==> config.mk <==
export PLATFORM = sky130hd
export DESIGN_NAME = ptu_core
export DESIGN_NICKNAME = d
export VERILOG_FILES = /design/src/shared/ptu_pkg.sv /design/src/rtl/ptu_core.sv
export VERILOG_INCLUDE_DIRS = /design/src /design/src/shared
export SDC_FILE = /design/constraint.sdc
export NUM_CORES = 2
export LEC_CHECK = 0
export BUFFER_PORTS_ARGS = -buffer_cell sky130_fd_sc_hd__buf_2
export CAP_MARGIN = 20
export CORE_MARGIN = 1
export CORE_UTILIZATION = 40
export CTS_CLUSTER_SIZE = 25
export DETAILED_ROUTE_END_ITERATION = 8
export GPL_TIMING_DRIVEN = 0
export PLACE_DENSITY_LB_ADDON = 0.25
export RECOVER_POWER = 50
export SLEW_MARGIN = 15
export SYNTH_ARGS = -nofsm -noshare
export SYNTH_HDL_FRONTEND = slang
export SYNTH_SLANG_ARGS = --single-unit
==> constraint.sdc <==
create_clock -name core_clk -period 46.8 [get_ports core_clk]
set_input_delay 9.36 -clock core_clk [delete_from_list [all_inputs] [get_ports core_clk]]
set_output_delay 9.36 -clock core_clk [all_outputs]
set_load 0.05 [all_outputs]
==> src/shared/ptu_consts.svh <==
`ifndef PTU_CONSTS_SVH
`define PTU_CONSTS_SVH
// controller clock rate in hertz, also the accumulator modulus
`define PTU_CLK_HZ 26'h1312D00
// highest legal run frequency in hertz
`define PTU_FREQ_MAX 32'sh000186A0
// floor on the ramp rate so a ramp never stalls at zero
`define PTU_MIN_HZ 17'h00064
// fault codes
`define PTU_ERR_NONE 16'h0000
`define PTU_ERR_FREQ 16'h0001
`define PTU_ERR_HALT 16'h0002
`define PTU_ERR_TOTAL 16'h0003
`define PTU_ERR_OUTSEL 16'h0004
// status word out of reset: idle only
`define PTU_STAT_RESET 8'h80
// legal output select codes
`define PTU_SEL_FIRST 3'h2
`define PTU_SEL_LAST 3'h4
`endif

==> src/shared/ptu_pkg.sv <==
`default_nettype none
package ptu_pkg;
    // unit state
    typedef enum logic [2:0] {
        PTU_IDLE, PTU_ACCEL, PTU_RUN, PTU_DECEL, PTU_DONE, PTU_FAULT
    } ptu_state_t;
    // status flags seen by the control program
    typedef struct packed {
        logic idleFlag;
        logic faultFlag;
        logic normalOpFlag;
        logic rungActiveFlag;
        logic doneFlag;
        logic accelFlag;
        logic cruiseFlag;
        logic decelFlag;
    } ptu_status_t;
endpackage : ptu_pkg
`default_nettype wire

==> src/rtl/ptu_core.sv <==
`timescale 1ns/100ps
`default_nettype none
`include "ptu_consts.svh"
module ptu_core #(
    parameter int RAMP_LOG2 = 6 // ramp length is 2**RAMP_LOG2 pulses
) (
    input wire logic core_clk,
    input wire logic rst,
    input wire logic rungIn,
    input wire logic ramp_shape_sel,
    input wire logic abrupt_halt,
    input wire logic signed [31:0] run_frequency,
    input wire logic signed [31:0] pulse_total,
    input wire logic [2:0] outSelect,
    output var ptu_pkg::ptu_status_t status,
    output logic [15:0] fault_code,
    output logic [31:0] measured_rate,
    output logic [31:0] pulsesProduced,
    output logic [2:0] pulseOuts
);
    import ptu_pkg::*;

    // the rate products below assume a modest ramp length
    generate
        if (RAMP_LOG2 < 1 || RAMP_LOG2 > 12) begin : g_bad_ramp
            $error("ptu_core: RAMP_LOG2 must lie in 1..12");
        end
    endgenerate

    localparam logic [31:0] RAMP_N = 32'h1 << RAMP_LOG2;
    localparam logic [31:0] RAMP_HALF = RAMP_N >> 1;

    ptu_state_t stateReg, stateNext; // unit state
    logic [31:0] cntReg, cntNext; // completed pulses
    logic [25:0] accReg, accNext; // phase accumulator
    logic lvlReg, lvlNext; // pulse level
    logic [15:0] codeReg, codeNext; // last fault code
    ptu_status_t statReg, statNext; // registered flags
    logic [31:0] rateReg, rateNext; // reported rate
    logic [2:0] outReg, outNext; // pin drive

    // configuration checks
    logic freqBad;
    logic totalBad;
    logic selBad;
    assign freqBad = (run_frequency < 32'sh0) ||
                     (run_frequency > `PTU_FREQ_MAX);
    assign totalBad = pulse_total < 32'sh0;
    assign selBad = (outSelect < `PTU_SEL_FIRST) ||
                    (outSelect > `PTU_SEL_LAST);

    // remaining pulses of the profile
    logic [31:0] remain;
    assign remain = pulse_total - cntReg;

    // ramp index and profile rate for the present count
    logic [31:0] idx;
    logic [63:0] runF;
    logic [63:0] prod;
    logic [63:0] rampRate;
    logic [16:0] rate;
    logic [16:0] floorHz;
    always_comb begin
        idx = RAMP_N;
        prod = 64'h0;
        rampRate = 64'h0;
        runF = {47'h0, run_frequency[16:0]};
        if (stateReg == PTU_ACCEL) begin
            // the pulse under way counts from one, so the ramp never
            // starts at zero rate and crawls along on the floor
            idx = cntReg + 32'h1;
        end else if (stateReg == PTU_DECEL) begin
            idx = remain;
        end
        // clip so a long profile never overshoots the run rate
        if (idx > RAMP_N) begin
            idx = RAMP_N;
        end
        if (!ramp_shape_sel) begin
            // straight line in pulse index
            prod = runF * {32'h0, idx};
            rampRate = prod >> RAMP_LOG2;
        end else if (idx < RAMP_HALF) begin
            // lower half of the S: quadratic rise
            prod = runF * {32'h0, idx} * {32'h0, idx};
            rampRate = prod >> (2 * RAMP_LOG2 - 1);
        end else begin
            // upper half mirrors the lower one
            prod = runF * {32'h0, RAMP_N - idx} * {32'h0, RAMP_N - idx};
            rampRate = runF - (prod >> (2 * RAMP_LOG2 - 1));
        end
        // a zero start rate would never produce the first edge
        floorHz = (run_frequency[16:0] < `PTU_MIN_HZ) ?
                  run_frequency[16:0] : `PTU_MIN_HZ;
        rate = rampRate[16:0];
        if (rate < floorHz) begin
            rate = floorHz;
        end
    end

    // accumulator step: two level changes per pulse
    logic [25:0] accSum;
    logic toggle;
    assign accSum = accReg + {8'h0, rate, 1'b0};
    assign toggle = accSum >= `PTU_CLK_HZ;

    // main sequencer next state
    logic [31:0] remainNext;
    always_comb begin
        stateNext = stateReg;
        cntNext = cntReg;
        accNext = accReg;
        lvlNext = lvlReg;
        codeNext = codeReg;
        remainNext = 32'h0;
        if (abrupt_halt) begin
            // halt wins over everything, in any state
            stateNext = PTU_FAULT;
            lvlNext = 1'b0;
            accNext = 26'h0;
            codeNext = `PTU_ERR_HALT;
        end else begin
            unique case (stateReg)
                PTU_IDLE: begin
                    lvlNext = 1'b0;
                    accNext = 26'h0;
                    // a start is only taken here
                    if (rungIn) begin
                        cntNext = 32'h0;
                        codeNext = `PTU_ERR_NONE;
                        if (freqBad) begin
                            stateNext = PTU_FAULT;
                            codeNext = `PTU_ERR_FREQ;
                        end else if (totalBad) begin
                            stateNext = PTU_FAULT;
                            codeNext = `PTU_ERR_TOTAL;
                        end else if (selBad) begin
                            stateNext = PTU_FAULT;
                            codeNext = `PTU_ERR_OUTSEL;
                        end else if (pulse_total == 32'sh0) begin
                            stateNext = PTU_DONE;
                        end else begin
                            stateNext = PTU_ACCEL;
                        end
                    end
                end
                PTU_ACCEL, PTU_RUN, PTU_DECEL: begin
                    if (freqBad) begin
                        // a bad rate mid profile also faults
                        stateNext = PTU_FAULT;
                        codeNext = `PTU_ERR_FREQ;
                        lvlNext = 1'b0;
                    end else begin
                        // average rate is exact; edges jitter by a cycle
                        accNext = toggle ? accSum - `PTU_CLK_HZ : accSum;
                        if (toggle) begin
                            lvlNext = !lvlReg;
                            if (lvlReg) begin
                                cntNext = cntReg + 32'h1;
                            end
                        end
                        remainNext = pulse_total - cntNext;
                        // phase follows the count, not the time
                        if (cntNext >= pulse_total) begin
                            stateNext = PTU_DONE;
                            lvlNext = 1'b0;
                        end else if (remainNext <= RAMP_N &&
                                     remainNext <= cntNext) begin
                            stateNext = PTU_DECEL;
                        end else if (cntNext < RAMP_N) begin
                            stateNext = PTU_ACCEL;
                        end else begin
                            stateNext = PTU_RUN;
                        end
                    end
                end
                PTU_DONE: begin
                    lvlNext = 1'b0;
                    // held until the rung is seen false once
                    if (!rungIn) begin
                        stateNext = PTU_IDLE;
                    end
                end
                PTU_FAULT: begin
                    lvlNext = 1'b0;
                    // the fault clears once halt and rung are low
                    if (!rungIn) begin
                        stateNext = PTU_IDLE;
                    end
                end
            endcase
        end
    end

    // flags and outputs follow the next state so they line up with it
    logic busyNext;
    always_comb begin
        busyNext = (stateNext == PTU_ACCEL) || (stateNext == PTU_RUN) ||
                   (stateNext == PTU_DECEL);
        statNext.idleFlag = stateNext == PTU_IDLE;
        statNext.faultFlag = stateNext == PTU_FAULT;
        statNext.normalOpFlag = busyNext || stateNext == PTU_DONE;
        statNext.rungActiveFlag = rungIn && busyNext;
        statNext.doneFlag = stateNext == PTU_DONE;
        statNext.accelFlag = stateNext == PTU_ACCEL;
        statNext.cruiseFlag = stateNext == PTU_RUN;
        statNext.decelFlag = stateNext == PTU_DECEL;
        rateNext = 32'h0;
        if (stateNext == PTU_RUN) begin
            // run phase reports the requested rate, in step with cruiseFlag
            rateNext = {15'h0, run_frequency[16:0]};
        end else if (busyNext) begin
            rateNext = {15'h0, rate};
        end
        // route the level to the selected pin only
        outNext = 3'h0;
        if (lvlNext && !selBad) begin
            outNext = 3'h1 << (outSelect - `PTU_SEL_FIRST);
        end
    end

    // state registers
    always_ff @(posedge core_clk) begin
        if (rst) begin
            stateReg <= PTU_IDLE;
            cntReg <= 32'h0;
            accReg <= 26'h0;
            lvlReg <= 1'b0;
            codeReg <= `PTU_ERR_NONE;
            statReg <= `PTU_STAT_RESET;
            rateReg <= 32'h0;
            outReg <= 3'h0;
        end else begin
            stateReg <= stateNext;
            cntReg <= cntNext;
            accReg <= accNext;
            lvlReg <= lvlNext;
            codeReg <= codeNext;
            statReg <= statNext;
            rateReg <= rateNext;
            outReg <= outNext;
        end
    end

    assign status = statReg;
    assign fault_code = codeReg;
    assign measured_rate = rateReg;
    assign pulsesProduced = cntReg;
    assign pulseOuts = outReg;
endmodule : ptu_core
`default_nettype wire

==> results by stage <==
Yosys:
- The number of distinct library cells after synthesis is 102.
- The post-synthesis async set-or-reset flop share is 0%.
- Synthesis handed over a netlist of 5946 instances.
- The mean instance size in the synthesized netlist is 8.75 sq um.
- The mapped netlist covers 52000 sq um.
- The leading register cell type out of synthesis is dfxtp_1.
- The part of the Yosys area used for sequential elements is 3.54%.
- Synthesis inferred 92 register bits.
- The number of synthesis warnings is 0.
- The synthesized design contains 0 enable-type register cells.

Floorplanning:
- The die boundary height is 363 um.
- The initialized floorplan defines 131 standard-cell rows.
- The total core area is 128000 sq um.
- The floorplan step defined a die boundary enclosing 132000 sq um.
- The initial utilization of the core area, before any placement, comes to 40.5%.
- The floorplan die width is 363 um.
- The boundary pin count is 163.

Global routing:
- The via count of the first global-routing pass was 43.8k.
- For this run the aggregate overflow at the end of global routing stands at 0.
- The initial antenna violation count is 12.
- The met3 capacity usage during global routing is 3.84%.
- The largest net degree at the start of global routing is 21.
- Global routing used 24.7% of the available tracks.
- The global routing met2 resource utilization is 41.9%.
- Global routing used 32.2% of the available met1 tracks.
- The busiest layer in global routing is met2.
- The first-pass GRT wire length is 249000 um.

Clock tree:
- The clock network latency to the later pin of the worst-skew pair is 0.37 ns.
- TritonCTS built the clock tree.
- After clock tree synthesis, the setup repair step added 0 buffers.
- The number of hold buffers added after CTS was 0.
- The number of clock sinks is 92.
- The H-tree depth is 3.
- In this run the clock root is driven by a clkbuf_16.
- The quantity of gates resized following cts is 0.
- In this run, CTS created clock tree buffers numbering 9.
- After clock tree synthesis, the clock-pin slew on the worst setup and hold paths is 0.08 ns.
- No sink is reached through more buffers than the 2 on the longest clock path.

Final layout:
- The fraction of final layout cells sized beyond drive strength 1 is 2.86%.
- Cells fill 45.0% of the core in the end.
- In the final design database the tool counted 8448 nets.
- The area growth from synthesis to layout is 11.0%.
- The count of filler cells inserted in the layout is 13.1k.

Critical path:
- Among all stages on the critical path, the largest delay is contributed by xor2_1.
- In this run the critical register-to-register path is captured at measured_rate[9].
- The launching element type of the critical path is an input pin.
- STA puts the critical path data required time at 47.09 ns.
- In this run the register-to-register setup slack is 9.86 ns.
- The critical path in this run is classified as input pin to flop.
- In this run the critical register-to-register path is launched from pulsesProduced[9].
- The depth of the most critical reg-to-reg path is 128.
- The most frequent cell on the critical path is fa_1.
- The maximum fanout along the worst path is 10.
- On the worst path, the slowest cell contributes a delay of 0.86 ns.
- The endpoint arrival time on the critical path is 45.52 ns.
- The worst setup path is captured at a flop.

Min path:
- The path with the worst hold slack has its endpoint at fault_code[1].
- The cell depth of the worst hold path is 2.
- The startpoint of the tightest hold check path is fault_code[1].
- The worst min-delay path class is flop to flop.

Drt:
- After detailed routing, the number of vias per cell comes to 4.90.
- The final layout contains routed wiring with a total length of 158000 um.
- The detailed-routing iteration count for the pre-antenna-repair pass is 5.
- The total vias in the final route is 41.7k.
- The detailed router's first-iteration violation count is 2529.
- For this run, design rule violations remaining after detail routing come to 0.
- After detailed routing, the average wire length per cell comes to 18.5 um.
- In this run the remaining antenna-violating nets after routing total 0.

Timing:
- The number of hold violations in the final report is 0.
- The worst-case clock skew is 0.0134 ns.
- For the pin with the worst max-slew slack, the measured transition is 1.26 ns.
- After routing, the total negative slack on setup checks comes to 0 ns.
- Static timing analysis puts the maximum clock frequency at 22.1 MHz.
- The final number of max-transition violations was 0.
- The worst slew margin relative to its limit is 16.0%.
- The total of endpoints with negative setup slack in the final report is 0.
- The worst-case setup margin in the final layout is 1.57 ns.
- The worst path uses 96.6% of the clock period.
- Setup repair after global routing left no endpoint under its margin.
- The time the worst path needs with I/O delays and setup is 45.23 ns.

Placed design:
- Timing analysis after detailed placement gives a worst setup slack of 1.83 ns.
- The routability congestion estimate is 0.949.
- The count of input and output buffers is 132.
- The post-DP HPWL is 138000 um.

Outcome:
- The flow ran to the end, and the final reports show no timing, DRC or antenna violations.

Flow run:
- The max-capacitance violation count is 0.
-- cells by family (layout without fill, tap and decap cells) --
family / Yosys count / in the layout / share of synthesized area [%]
buffers and inverters: 1643 / 1798 / 12.1
AOI/OAI and AO/OA: 718 / 718 / 9.20
muxes: 30 / 30 / 0.599
adders and majority gates: 1605 / 1605 / 54.8
and+or+nand+nor: 1531 / 1531 / 14.1
DFF: 92 / 92 / 3.54
other: 2 / 681 / 0.0144
xor gates and xnor gates: 325 / 325 / 5.64
-- metrics by stage --
step	hold slack (ns)	cell area [sq um]	std cells
4_1_cts	0.476	57800	8506
2_1_floorplan	0.460	54600	6623
3_5_place_dp	0.459	57500	8490
6_report	0.478	57700	8509
3_3_place_gp	0.448	57400	8484
5_1_grt	0.499	57700	8507
-- Yosys cell counts, types with 45 or more instances --
cell type	n	area share (%)
nand3_1	72	0.69
a21o_1	89	1.3
nor2b_1	47	0.57
nand2_1	577	4.2
o21ai_0	111	1.1
inv_1	1402	10
nor3_1	64	0.62
nand4_1	49	0.59
nor2_1	301	2.2
fa_1	1126	43
xor2_1	79	1.3
dfxtp_1	92	3.5
xnor2_1	239	4.0
clkbuf_1	200	1.4
and3_1	83	1.0
and2_1	173	2.1
ha_1	477	11
a21oi_1	214	2.1
nand2b_1	45	0.54
-- cells in the final DEF, fill, tap and decap left out, types with 10 or more instances in the layout --
master    netlist  routed
buf_2           4      72
o21a_1         35      35
xnor2_1       239     234
or3_1          25      25
xor2_1         79      78
nand4_1        49      49
o31a_1         10      10
buf_4          28      30
fa_1         1126    1126
mux2i_1        21      21
o21ai_0       111     112
nor4_1         37      37
o21bai_1       23      23
a31oi_1        29      29
a21o_1         89      89
nor3_1         64      64
nand3_1        72      72
a22oi_1        29      29
dfxtp_1        92      92
inv_1        1402    1402
o211ai_1       18      18
clkbuf_1      200     265
nor2b_1        47      47
conb_1          2     679
ha_1          477     477
a21oi_1       214     214
nand2_1       577     577
a31o_2         12      11
or2_2          13      13
nand2b_1       45      45
a211oi_1       23      24
or4_1          13      13
and2_1        173     171
o21ai_1        12      11
a21boi_0       10      10
nor2_1        301     299
and3_1         83      83
a22o_1         19      19
-- critical path: cells and delay by family --
| family | cells | cell delay (ns) |
|---|---|---|
| AO/OA/AOI/OAI | 41 | 11.18 |
| XOR/XNOR | 10 | 3.28 |
| adder cells (fa/ha/maj) | 25 | 10.36 |
| buffers and inverters | 18 | 3.34 |
| multiplexers | 4 | 1.11 |
| AND/OR/NAND/NOR | 29 | 6.76 |
-- metal layers --
metal  up-vias  wire length, um
met1     20899            66100
met5         -               41
met3       241            11100
met2      1280            75000
met4         6             5530
li1      19294                -
-- layout make-up --
cell class                      instances  area, sq um  area share [%]
Buffer                                237         1010            1.76
Antenna cell                            2         5.00         0.00867
Clock inverter                          7         86.3           0.150
Clock buffer                            9          225           0.390
Timing Repair Buffer                  139          644            1.12
Sequential cell                        92         1840            3.19
Tap cell                             1729         2160            3.75
Inverter                             1406         5280            9.14
Multi-Input combinational cell       4888        46500            80.5
-- state kept, by name, summed over array words and instances (netlist names) --
name	flops
pulsesProduced	32
accReg	25
measured_rate	17
status	8
fault_code	3
pulseOuts	3
stateReg	3
lvlReg	1
-- worst max-delay path by stage --
stage | start | end | slack (ns) | depth (start not counted)
after floorplan | pulse_total[0] | measured_rate[15] | 10.32 | 126
final | pulse_total[1] | measured_rate[9] | 1.57 | 127
after CTS | pulse_total[0] | measured_rate[9] | 2.13 | 128
after detailed placement | pulse_total[0] | measured_rate[9] | 1.83 | 128
after global placement | pulse_total[0] | measured_rate[13] | 0.36 | 126
after global routing | pulse_total[1] | measured_rate[9] | 0.18 | 126
Power is not shown: default switching activity piles up to over one toggle a cycle in this logic, so the estimate is an artifact.
